--- src/hdl/monitor_alert_consts.svh ---
`ifndef MONITOR_ALERT_CONSTS_SVH
`define MONITOR_ALERT_CONSTS_SVH

// Register offsets
`define ADDR_VLIM_FIRST 8'h2B
`define ADDR_VLIM_LAST  8'h32
`define ADDR_THOT       8'h39
`define ADDR_THYST      8'h3A
`define ADDR_CFG        8'h40
`define ADDR_STAT       8'h41
`define ADDR_MASK       8'h43
`define ADDR_TCFG       8'h4B

// Configuration fields
`define CFG_RUN_BIT     0
`define CFG_AEN_BIT     1
`define CFG_ACLR_BIT    3
`define CFG_LINE50_BIT  4
`define CFG_SHORT_BIT   5
`define CFG_SRST_BIT    7
`define CFG_WMASK       8'hBB
`define CFG_RST         8'h08

// Status and mask layout
`define STAT_TEMP_BIT   4
`define NUM_VCHAN       4
`define NUM_CHAN        5
`define FLAG_MASK       8'h1F
`define STAT_RST        8'h00
`define MASK_RST        8'h00
`define TCFG_WMASK      8'h03
`define TCFG_RST        8'h00

// Limit defaults: nominal code 192, 1.1x and 0.9x rounded down
`define THOT_RST        8'h50
`define THYST_RST       8'h41
`define VHIGH_RST       8'hD3
`define VLOW_RST        8'hAC

// Conversion timing
`define CLK_HZ          10000000
`define CONV_TEMP_MS    66
`define CONV_VOLT_MS    33
`define CONV_TEMP_CYC   (`CONV_TEMP_MS * (`CLK_HZ / 1000))
`define CONV_VOLT_CYC   (`CONV_VOLT_MS * (`CLK_HZ / 1000))
`define OSC60_HZ_X10    614
`define OSC50_HZ_X10    512
`define SHORT_SHIFT     2
`define TIMER_W         24

`endif

--- src/hdl/mac_pkg.sv ---
package mac_pkg;

  typedef struct packed {
    logic       wr;
    logic       rd;
    logic [7:0] addr;
    logic [7:0] wdata;
  } reg_req_t;

  typedef enum logic [1:0] {
    TMODE_DEFAULT,
    TMODE_ONCE,
    TMODE_COMPARE
  } temp_mode_t;

  typedef enum logic {
    SEQ_IDLE,
    SEQ_CONVERT
  } seq_state_t;

endpackage : mac_pkg

--- src/hdl/limit_window.sv ---
module limit_window #(
  parameter int W      = 8,
  parameter bit SIGNED = 1'b0
) (
  input  logic [W-1:0] code_i,
  input  logic [W-1:0] low_i,
  input  logic [W-1:0] high_i,
  output logic         below_o,
  output logic         above_o
);

  always_comb begin
    if (SIGNED) begin
      below_o = $signed(code_i) < $signed(low_i);
      above_o = $signed(code_i) > $signed(high_i);
    end else begin
      below_o = code_i < low_i;
      above_o = code_i > high_i;
    end
  end

endmodule : limit_window

--- src/hdl/monitor_alert_control.sv ---
// Overview of operation
// - Config bit 0 cleared stops the measurement loop and enters shutdown.
// - Register port keeps serving reads and writes while shut down.
// - Config bit 0 set starts the repeating cycle over all inputs.
// - Config bit 1 gates the alert pin; zero keeps it released.
// - Config bit 3 releases the alert pin, status stays untouched.
// - Loop stays stopped while config bit 3 is one; reset value 08h.
// - Config bit 4 picks 51.2kHz instead of 61.4kHz conversion clock.
// - Config bit 5 shortens each conversion to a quarter.
// - Config bit 7 restores every register to defaults, itself included.
// - Status bits 0-3 flag 2.5V, 1.8V, 5V, supply; bit 4 temperature.
// - Status bit sets when a measurement crosses its high or low limit.
// - Voltage out of window asserts alert; limits live at 2Bh-32h.
// - Temperature bit setting and clearing follow the temperature mode field.
// - Default and one-time modes: status read clears until next fault.
// - Mask bit one suppresses that status bit and its alert.
// - Hot limit resets to 50h, hysteresis limit to 41h.
// - Voltage limits reset to 1.1 and 0.9 times nominal code.
// - Mode field: 00 and 11 default, 01 one-time, 10 comparator.
// - Comparator mode: read keeps temperature bit when its fault persists, else clears all.
// - Persisting fault reasserts alert at the end of next conversion, except temperature in one-time mode.
`include "monitor_alert_consts.svh"

module monitor_alert_control #(
  parameter int TEMP_CYC = `CONV_TEMP_CYC,
  parameter int VOLT_CYC = `CONV_VOLT_CYC
) (
  input  logic              mclk_i,
  input  logic              rst_i,
  input  mac_pkg::reg_req_t reg_req_i,
  output logic [7:0]        rdata_o,
  output logic              rvalid_o,
  input  logic [7:0]        meas_code_i,
  output logic [2:0]        conv_chan_o,
  output logic              conv_active_o,
  output logic              osc_slow_o,
  output logic              short_cycle_o,
  output logic              shutdown_o,
  output logic              alert_o,
  output logic              alert_oe_o
);

  localparam int TEMP_CYC_50 = TEMP_CYC * `OSC60_HZ_X10 / `OSC50_HZ_X10;
  localparam int VOLT_CYC_50 = VOLT_CYC * `OSC60_HZ_X10 / `OSC50_HZ_X10;

  logic [7:0]          cfg_r;
  logic [7:0]          status_r;
  logic [7:0]          mask_r;
  logic [7:0]          tcfg_r;
  logic [7:0]          thot_r;
  logic [7:0]          thyst_r;
  logic [7:0]          vlim_r [2*`NUM_VCHAN];
  mac_pkg::seq_state_t state_r;
  logic [2:0]          chan_r;
  logic [`TIMER_W-1:0] timer_r;
  logic                conv_active_r;
  logic                meas_done_r;
  logic [2:0]          meas_chan_r;
  logic [7:0]          meas_code_r;
  logic                temp_hot_r;
  logic                temp_now_r;
  logic [`NUM_CHAN-1:0] below_w;
  logic [`NUM_CHAN-1:0] above_w;
  logic [7:0]          lo_w [`NUM_CHAN];
  logic [7:0]          hi_w [`NUM_CHAN];
  logic [7:0]          set_w;
  logic [7:0]          clr_w;
  logic [7:0]          status_nxt;
  logic                soft_rst;
  logic                run;
  logic                stat_rd;
  mac_pkg::temp_mode_t tmode;

  function automatic mac_pkg::temp_mode_t mode_of(input logic [1:0] f);
    unique case (f)
      2'b01:   mode_of = mac_pkg::TMODE_ONCE;
      2'b10:   mode_of = mac_pkg::TMODE_COMPARE;
      default: mode_of = mac_pkg::TMODE_DEFAULT;
    endcase
  endfunction : mode_of

  function automatic logic [`TIMER_W-1:0] conv_len(input logic [2:0] ch,
                                                  input logic       slow,
                                                  input logic       short);
    int n;
    n = (ch == 3'(`NUM_VCHAN)) ? (slow ? TEMP_CYC_50 : TEMP_CYC)
                               : (slow ? VOLT_CYC_50 : VOLT_CYC);
    if (short) begin
      n = n >> `SHORT_SHIFT;
    end
    if (n < 1) begin
      n = 1;
    end
    conv_len = `TIMER_W'(n);
  endfunction : conv_len

  function automatic logic is_addr(input mac_pkg::reg_req_t q, input logic [7:0] a);
    is_addr = (q.addr == a);
  endfunction : is_addr

  assign soft_rst = reg_req_i.wr && is_addr(reg_req_i, `ADDR_CFG)
                    && reg_req_i.wdata[`CFG_SRST_BIT];
  assign run      = cfg_r[`CFG_RUN_BIT] && !cfg_r[`CFG_ACLR_BIT];
  assign stat_rd  = reg_req_i.rd && is_addr(reg_req_i, `ADDR_STAT);
  assign tmode    = mode_of(tcfg_r[1:0]);

  // Configuration, mask and temperature mode
  always_ff @(posedge mclk_i) begin
    if (rst_i || soft_rst) begin
      cfg_r  <= `CFG_RST;
      mask_r <= `MASK_RST;
      tcfg_r <= `TCFG_RST;
    end else if (reg_req_i.wr) begin
      if (is_addr(reg_req_i, `ADDR_CFG)) begin
        cfg_r <= reg_req_i.wdata & `CFG_WMASK;
      end
      if (is_addr(reg_req_i, `ADDR_MASK)) begin
        mask_r <= reg_req_i.wdata & `FLAG_MASK;
      end
      if (is_addr(reg_req_i, `ADDR_TCFG)) begin
        tcfg_r <= reg_req_i.wdata & `TCFG_WMASK;
      end
    end
  end

  // Limit registers
  always_ff @(posedge mclk_i) begin
    if (rst_i || soft_rst) begin
      thot_r  <= `THOT_RST;
      thyst_r <= `THYST_RST;
      for (int i = 0; i < 2*`NUM_VCHAN; i++) begin
        vlim_r[i] <= i[0] ? `VLOW_RST : `VHIGH_RST;
      end
    end else if (reg_req_i.wr) begin
      if (is_addr(reg_req_i, `ADDR_THOT)) begin
        thot_r <= reg_req_i.wdata;
      end
      if (is_addr(reg_req_i, `ADDR_THYST)) begin
        thyst_r <= reg_req_i.wdata;
      end
      if (reg_req_i.addr >= `ADDR_VLIM_FIRST && reg_req_i.addr <= `ADDR_VLIM_LAST) begin
        vlim_r[3'(reg_req_i.addr - `ADDR_VLIM_FIRST)] <= reg_req_i.wdata;
      end
    end
  end

  // Measurement sequencer; the ADC result is taken at the end of each window
  always_ff @(posedge mclk_i) begin
    if (rst_i || soft_rst) begin
      state_r       <= mac_pkg::SEQ_IDLE;
      chan_r        <= 3'h0;
      timer_r       <= '0;
      conv_active_r <= 1'b0;
      meas_done_r   <= 1'b0;
      meas_chan_r   <= 3'h0;
      meas_code_r   <= 8'h00;
    end else begin
      meas_done_r <= 1'b0;
      unique case (state_r)
        mac_pkg::SEQ_IDLE: begin
          if (run) begin
            state_r       <= mac_pkg::SEQ_CONVERT;
            chan_r        <= 3'h0;
            conv_active_r <= 1'b1;
            timer_r       <= conv_len(3'h0, cfg_r[`CFG_LINE50_BIT],
                                      cfg_r[`CFG_SHORT_BIT]);
          end
        end
        mac_pkg::SEQ_CONVERT: begin
          if (!run) begin
            state_r       <= mac_pkg::SEQ_IDLE;
            conv_active_r <= 1'b0;
          end else if (timer_r <= `TIMER_W'(1)) begin
            meas_done_r <= 1'b1;
            meas_chan_r <= chan_r;
            meas_code_r <= meas_code_i;
            chan_r      <= (chan_r == 3'(`NUM_CHAN - 1)) ? 3'h0 : chan_r + 3'h1;
            timer_r     <= conv_len((chan_r == 3'(`NUM_CHAN - 1)) ? 3'h0 : chan_r + 3'h1,
                                    cfg_r[`CFG_LINE50_BIT], cfg_r[`CFG_SHORT_BIT]);
          end else begin
            timer_r <= timer_r - `TIMER_W'(1);
          end
        end
      endcase
    end
  end

  // Window compare per input; temperature compares signed against hot and hysteresis
  genvar g;
  generate
    for (g = 0; g < `NUM_CHAN; g++) begin : g_win
      if (g < `NUM_VCHAN) begin : g_v
        assign hi_w[g] = vlim_r[2*g];
        assign lo_w[g] = vlim_r[2*g+1];
      end else begin : g_t
        assign hi_w[g] = thot_r;
        assign lo_w[g] = thyst_r;
      end
      limit_window #(
        .W      (8),
        .SIGNED (g == `NUM_VCHAN)
      ) u_win (
        .code_i  (meas_code_r),
        .low_i   (lo_w[g]),
        .high_i  (hi_w[g]),
        .below_o (below_w[g]),
        .above_o (above_w[g])
      );
    end
  endgenerate

  logic t_done;
  logic t_over;
  logic t_under;
  assign t_done  = meas_done_r && (meas_chan_r == 3'(`NUM_VCHAN));
  assign t_over  = above_w[`NUM_VCHAN];
  assign t_under = below_w[`NUM_VCHAN];

  always_comb begin
    set_w = 8'h00;
    clr_w = 8'h00;
    for (int i = 0; i < `NUM_VCHAN; i++) begin
      set_w[i] = meas_done_r && (meas_chan_r == 3'(i)) && (below_w[i] || above_w[i]);
    end
    if (t_done) begin
      unique case (tmode)
        mac_pkg::TMODE_DEFAULT: set_w[`STAT_TEMP_BIT] = t_over || (temp_hot_r && !t_under);
        mac_pkg::TMODE_ONCE:    set_w[`STAT_TEMP_BIT] = t_over ? !temp_hot_r
                                                               : (t_under && temp_hot_r);
        mac_pkg::TMODE_COMPARE: begin
          set_w[`STAT_TEMP_BIT] = t_over;
          clr_w[`STAT_TEMP_BIT] = !t_over;
        end
      endcase
    end
    if (stat_rd) begin
      clr_w = `FLAG_MASK;
      if (tmode == mac_pkg::TMODE_COMPARE && temp_now_r) begin
        clr_w[`STAT_TEMP_BIT] = 1'b0;
      end
    end
    // Set beats a clear in the same cycle
    status_nxt = (status_r & ~clr_w) | (set_w & ~mask_r);
  end

  always_ff @(posedge mclk_i) begin
    if (rst_i || soft_rst) begin
      status_r <= `STAT_RST;
    end else begin
      status_r <= status_nxt;
    end
  end

  // Hot tracking spans measurements for default and one-time modes
  always_ff @(posedge mclk_i) begin
    if (rst_i || soft_rst) begin
      temp_hot_r <= 1'b0;
      temp_now_r <= 1'b0;
    end else if (t_done) begin
      temp_now_r <= t_over;
      if (t_over) begin
        temp_hot_r <= 1'b1;
      end else if (t_under) begin
        temp_hot_r <= 1'b0;
      end
    end
  end

  // Open-drain alert; one cycle behind the status it reflects
  always_ff @(posedge mclk_i) begin
    if (rst_i) begin
      alert_oe_o <= 1'b0;
      alert_o    <= 1'b0;
    end else begin
      alert_o    <= 1'b0;
      alert_oe_o <= cfg_r[`CFG_AEN_BIT] && !cfg_r[`CFG_ACLR_BIT]
                    && |(status_r & ~mask_r);
    end
  end

  // Register read port stays alive in shutdown
  always_ff @(posedge mclk_i) begin
    if (rst_i) begin
      rdata_o  <= 8'h00;
      rvalid_o <= 1'b0;
    end else begin
      rvalid_o <= reg_req_i.rd;
      if (reg_req_i.rd) begin
        unique case (reg_req_i.addr)
          `ADDR_CFG:   rdata_o <= cfg_r;
          `ADDR_STAT:  rdata_o <= status_r;
          `ADDR_MASK:  rdata_o <= mask_r;
          `ADDR_TCFG:  rdata_o <= tcfg_r;
          `ADDR_THOT:  rdata_o <= thot_r;
          `ADDR_THYST: rdata_o <= thyst_r;
          default: begin
            if (reg_req_i.addr >= `ADDR_VLIM_FIRST && reg_req_i.addr <= `ADDR_VLIM_LAST) begin
              rdata_o <= vlim_r[3'(reg_req_i.addr - `ADDR_VLIM_FIRST)];
            end else begin
              rdata_o <= 8'h00;
            end
          end
        endcase
      end
    end
  end

  always_ff @(posedge mclk_i) begin
    if (rst_i || soft_rst) begin
      conv_chan_o   <= 3'h0;
      osc_slow_o    <= 1'b0;
      short_cycle_o <= 1'b0;
      shutdown_o    <= 1'b1;
    end else begin
      conv_chan_o   <= chan_r;
      osc_slow_o    <= cfg_r[`CFG_LINE50_BIT];
      short_cycle_o <= cfg_r[`CFG_SHORT_BIT];
      shutdown_o    <= !run;
    end
  end

  assign conv_active_o = conv_active_r;
endmodule : monitor_alert_control

--- config.mk ---
export PLATFORM = sky130hd
export DESIGN_NAME = monitor_alert_control
export DESIGN_NICKNAME = d
export VERILOG_FILES = /design/src/hdl/mac_pkg.sv /design/src/hdl/limit_window.sv /design/src/hdl/monitor_alert_control.sv
export VERILOG_INCLUDE_DIRS = /design/src /design/src/hdl
export SDC_FILE = /design/constraint.sdc
export NUM_CORES = 1
export LEC_CHECK = 0
export BUFFER_PORTS_ARGS = -buffer_cell sky130_fd_sc_hd__buf_2
export CORE_MARGIN = 10
export CORE_UTILIZATION = 30
export DETAILED_ROUTE_END_ITERATION = 10
export PLACE_DENSITY = 0.43
export SYNTH_ARGS = -nofsm -noshare
export SYNTH_HDL_FRONTEND = slang
export SYNTH_SLANG_ARGS = --single-unit
--- constraint.sdc ---
create_clock -name mclk_i -period 4.3 [get_ports mclk_i]
set_input_delay 0.215 -clock mclk_i [delete_from_list [all_inputs] [get_ports mclk_i]]
set_output_delay 0.215 -clock mclk_i [all_outputs]
set_load 0.005 [all_outputs]
==> results of run 1 <==
## logic make-up after synthesis
logic type	count (synthesis)	share of synthesized area (%)
simple gates	402	21.5
compound gates	228	14.9
flops	157	38.6
buf+inv	153	6.31
fa+ha+maj	96	12.2
mux	29	5.05
xor+xnor	15	1.34
other cells	1	0.0382
## flip-flops by register name (all words and copies together) (netlist names), 2 cells and up
register / flops
vlim_r: 64
timer_r: 24
meas_code_r: 8
rdata_o: 8
thot_r: 8
thyst_r: 8
cfg_r: 6
mask_r: 5
status_r: 5
chan_r: 3
conv_chan_o: 3
meas_chan_r: 3
tcfg_r: 2
## final timing paths
kind	from	to	slack [ps]	cells after the start
worst min-delay path	meas_code_i[5]	meas_code_r[5]	20	3
worst min register to register	rdata_o[1]	rdata_o[1]	480	2
worst max-delay path	timer_r[6]	meas_code_r[3]	1420	7
worst max register to register	timer_r[6]	meas_code_r[3]	1420	7
## synthesized netlist by cell type (11+ instances only)
library cell | n | area, um2
inv_1 | 95 | 357
a21o_1 | 21 | 158
a21oi_1 | 76 | 380
nor3_1 | 26 | 130
nand2_1 | 112 | 420
or3_1 | 25 | 156
nand3_1 | 63 | 315
buf_2 | 11 | 55.1
nand2b_1 | 35 | 219
nor2_1 | 57 | 214
clkbuf_1 | 35 | 131
mux4_2 | 16 | 360
edfxtp_1 | 64 | 1920
a31oi_1 | 12 | 75.1
ha_1 | 96 | 1200
o21ai_0 | 44 | 220
dfxtp_1 | 93 | 1860
and2_1 | 32 | 200
## power by group
group | internal (W) | switching, W
clock network | 0.000783 | 0.000773
logic | 0.0000985 | 0.000173
registers | 0.00158 | 0.0000282
total | 0.00246 | 0.000974
## layer usage
metal / vias to the layer above / global-route usage [%]
li1: 3914 / -
met1: 3986 / 22.2
met2: 163 / 25.6
met3: 25 / 2.76
met4: 0 / 4.06
met5: - / 0
## area by class of cell
type | instances | share of cell area (%)
inverters | 95 | 3.20
repair buffers | 72 | 3.89
well taps | 442 | 4.96
flip-flops and latches | 157 | 34.0
clock inverters | 15 | 1.45
multi-input cells | 771 | 48.7
clock buffers | 17 | 3.82
## placed cells by master (no fill, tap or decap), drive strengths merged, types with 5 or more instances in the layout
cell type / count
xnor2: 9
nand3: 64
xor2: 6
ha: 96
edfxtp: 64
a21o: 21
o21ai: 45
a21oi: 76
and2: 33
dfxtp: 93
o22ai: 5
a22oi: 9
nor3: 31
inv: 106
o211ai: 6
and3: 7
mux2i: 9
nand2b: 35
nand2: 112
nor4: 5
clkbuf: 17
nor4b: 6
or3: 25
buf: 71
nor2: 57
a31oi: 12
nor2b: 7
a211oi: 10
mux4: 16
## through the flow
step	hold WS (ps)	cells	total power, W	utilization [%]
after floorplan	355	1081	0.00180	-
after global placement	461	1536	0.00192	32.6
after detailed placement	465	1536	0.00192	32.6
after CTS	6.14	1569	0.00348	34.4
after global routing	27.8	1569	0.00356	34.4
final	20.4	1569	0.00344	34.4
## timing repair
item	in CTS	in global routing
hold buffers	1	0
endpoints found under the hold margin	1	0
buffers inserted	0	0
setup endpoints to repair	0	0
## critical path: cells and delay by family, from the launching register on
kind	cells	cell delay, ps
AND/OR/NAND/NOR	5	2020
buffers and inverters	1	250
AO/OA/AOI/OAI	1	170
flip-flops	1	360
==> metrics.cfg, run 1 <==
[synthesis]
synth_cell_types=76
ys_warn_count=0
synth-edff-count=64
async_reset_ff_share_pct=0
synth_ff_type=dfxtp_1
syn_inst=1081
ys_seq_elements=157
syn_nets=1205
syn-cell-area_mm2=0.00981
yosysSeqAreaShare_pct=38.6
avgSynthCellArea_um2=9.08

[grt]
grt_pass1_vias=7866
antenna_found_initial=0
gr-total-overflow=0
grt_max_degree=33
grt_pass1_wl_um=49800
grt_usage_pct=16.1

[drt]
drt_pass1_iterations=5
ant_nets=0
drcViolationCount=0
dr_wl_met2_um=15000
drt-total-wl_um=32500
detail_route.vias_per_cell=5.15
routedWlPerCell_um=20.7
num_vias=8088
met3WireLength_um=1260
first_iter_violations=699
m1WireLength_um=15800
top_layer=met4

[power_and_ir_drop]
peakVddDrop_v=0.000267
p_leak_nw=4.67
powerDensity_mw_per_mm2=308

[place]
pre_cts_ws_ps=1130
place_hpwl_um=23400
gp_congestion=0.806
io_buffer_count=44
placed_cell_area_mm2=0.0105

[timing]
finalCritPeriodShare_pct=67.0
hold_viol=0
slew_violations=0
period_needed_ps=2880
finalWorstSetupSlack_ps=1420
finalClockSkew_ps=14.2
setup_violations=0
tns_ps=0
fmax_mhz=347
slew_headroom_pct=40.1
rsz0062_at_grt=false
worstMarginPinSlew_ps=896

[layout]
regArea_mm2=0.00378
diodes=0
nets=1238
design_area_mm2=0.0111
synthToLayoutAreaGrowth_pct=13.6
nFillCells=3433
multiInputGateArea_mm2=0.00543
drive_gt1_share_pct=12.9

[hold_path]
min_path_type=input port to register

[clocking]
numCtsBuffers=17
cts.path.max_buffers=2
cts_tree=built
insertion_delay_ps=460
cts-root-buf=clkbuf_16
cts.sink_count=157
cts-resized-gates=0
clkTransAtPathRegs_ps=80
htreeDepth=4

[status]
status=complete, no violations

[job]
maxCapViolCount=0

[setup_path]
end_kind=register
critical_path.max_stage_delay_ps=600
cp.arrival_ps=3260
startpoint_type=register
criticalPathCategory=register to register
cp_cell_sequence=or4_4 -> nor3_4 -> and3_1 -> buf_4 -> and2_1 -> nand2_1 -> a21oi_1
cp.required_ps=4680
slowest_stage=and3_1
path_max_fanout=14

[floorplanning]
fp-row-count=66
die_h_um=201
coreArea_mm2=0.0324
die_x_um=201
start_util_pct=30.3
ios=46
die_area_mm2=0.0403

No activity file was read; power rests on OpenSTA's default activity.
==> inputs of run 2 (changes only) <==
--- a/config.mk
+++ b/config.mk
@@ -10,7 +10,7 @@
 export CORE_MARGIN = 10
 export CORE_UTILIZATION = 30
 export DETAILED_ROUTE_END_ITERATION = 10
-export PLACE_DENSITY = 0.43
+export PLACE_DENSITY = 0.44
 export SYNTH_ARGS = -nofsm -noshare
 export SYNTH_HDL_FRONTEND = slang
 export SYNTH_SLANG_ARGS = --single-unit
==> constraint.sdc (replaced) <==
create_clock -name mclk_i -period 2.4 [get_ports mclk_i]
set_input_delay 0.12 -clock mclk_i [delete_from_list [all_inputs] [get_ports mclk_i]]
set_output_delay 0.12 -clock mclk_i [all_outputs]
set_load 0.005 [all_outputs]
==> run 2 against run 1 <==
Register-to-register slack got worse by 1300 ps. Utilization grew 1.7 points. Critical endpoint is now timer_r[17]. First-iteration DRC count is 18% lower. Via count increased by 1.6%. Final cell count is 3.7% higher. Clock power grew 69%. Highest routed layer unchanged. Maximum frequency grew 27%. Power rose by 76%. Count of clock-buffer cells in the layout is the same.
==> metrics.cfg, run 2 (synthesized netlist as in run 1, its figures left out) <==
[layout]
final_util_pct=36.1
largest_register_ffs=64
nFillCells=3393
layout_commonest_cell=nand2_1
nets=1296
synthToLayoutAreaGrowth_pct=19.1
diodes=0
final_cell_mix=nand2_1, ha_1, inv_1
reg_top3=vlim_r x64, timer_r x24
largest-register=vlim_r
drive_gt1_share_pct=18.0

[clocking]
cts_tree=built
insertion_delay_ps=450
htreeDepth=4
clkTransAtPathRegs_ps=70
cts.path.max_buffers=2
cts-root-buf=clkbuf_16
numCtsBuffers=17
cts.sink_count=157
postCtsSetupRepairBufs=0

[drt]
drt_pass1_iterations=5
routedWlPerCell_um=20.1
drt-total-wl_um=32600
first_iter_violations=572
num_vias=8217
ant_nets=0
detail_route.vias_per_cell=5.05
drcViolationCount=0

[power_and_ir_drop]
p_leak_nw=4.95
peakVddDrop_v=0.000563
powerDensity_mw_per_mm2=519

[setup_path]
cp.required_ps=2790
criticalPathCategory=register to register
crit_buf_inv=2
r2r_cells=10
critical_path.max_stage_delay_ps=380
path_max_fanout=4
cp_cell_sequence=inv_1 -> ha_1 -> or3b_4 -> a211o_4 -> buf_4 -> ha_1 -> nand2_1 -> nand3_1 -> o211ai_1 -> a21oi_1
cp.depth=10
end_kind=register
cp_top_family=compound AO/OA/AOI/OAI gates
crit_top_cell=ha_1
startpoint_type=register
cp.arrival_ps=2660
slowest_stage=or3b_4

[timing]
worstMarginPinSlew_ps=752
fmax_mhz=441
period_needed_ps=2270
slew_violations=0
whs_ps=95.6
rsz0062_at_grt=true
finalClockSkew_ps=12.2
finalCritPeriodShare_pct=94.6
slew_headroom_pct=49.8
hold_viol=0
setup_violations=0

[floorplanning]
die_h_um=201
coreArea_mm2=0.0324
die_x_um=201
die_area_mm2=0.0403
fp-row-count=66
start_util_pct=30.3
ios=46

[grt]
gr-total-overflow=0
grt_max_degree=32
grt_pass1_wl_um=50300
grt_usage_pct=16.2
antenna_found_initial=0
grt_pass1_vias=8069

[status]
status=complete, no violations

[job]
maxCapViolCount=0

[place]
place_hpwl_um=24300
gp_congestion=0.866
io_buffer_count=44

[hold_path]
min_path_type=input port to register
hold_depth=3

-- run 2: cell types whose count changed in the layout (fill, tap and decap cells not counted), moves of 3 or more --
| cell | before | now |
|---|---|---|
| inv_8 | 6 | 2 |
| nand2b_1 | 35 | 31 |
| buf_4 | 27 | 76 |
| clkinvlp_4 | 0 | 3 |
| o21ai_0 | 44 | 38 |
| dlygate4sd3_1 | 1 | 8 |
| nor3_4 | 1 | 4 |
-- run 2: final cells by class --
type	count	area, um2	share of cell area, %
well taps	442	553	4.73
clock inverters	15	126	1.08
inverters	95	357	3.05
multi-input cells	771	5530	47.3
clock buffers	17	425	3.64
repair buffers	130	911	7.79
flip-flops and latches	157	3790	32.4
-- run 2: where the power goes --
part           total, W  internal, W  switching (W)
Combinational  0.000536     0.000211       0.000325
Sequential      0.00289      0.00284      0.0000525
Clock           0.00264      0.00136        0.00128
Total           0.00606      0.00440        0.00166
-- run 2: tightest hold or removal path: cells and delay by family --
| kind | cells | cell delay, ps |
|---|---|---|
| buf+inv | 1 | 210 |
| simple gates | 1 | 110 |
| compound gates | 1 | 50 |
-- run 2: path summary, 6_finish.rpt --
check	from	slack, ps	end
hold reg to reg	rdata_o[1]	480	rdata_o[1]
setup / recovery	chan_r[1]	130	timer_r[17]
setup reg to reg	chan_r[1]	130	timer_r[17]
hold / removal	reg_req_i[5]	100	thot_r[5]
-- run 2: per-layer routing --
layer / part of all wire, % / vias up / GRT usage [%]
met5: 0 / - / 0
met4: 1.1 / 0 / 4.08
met3: 5.1 / 16 / 3.36
met2: 47 / 184 / 26.5
met1: 46 / 3979 / 21.5
li1: - / 4038 / -
-- run 2: per-stage QoR --
stage | TNS, ps | std cells | instance area (um2) | total power (W) | setup slack [ps]
after floorplan | 0 | 1081 | 9900 | 0.00324 | 39.4
after global placement | -84.5 | 1587 | 11000 | 0.00348 | -10.8
after detailed placement | -9.04 | 1587 | 11000 | 0.00348 | -9.04
after CTS | 0 | 1627 | 11700 | 0.00613 | 30.9
after global routing | -125 | 1627 | 11700 | 0.00628 | -40.4
final | 0 | 1627 | 11700 | 0.00606 | 130
-- run 2: what timing repair did --
action,4_1_cts,5_1_grt
resized for setup,2,9
endpoints found under the hold margin,8,0
setup endpoints to repair,1,26
gates cloned,0,0
hold buffers,8,0
pin swaps,0,3
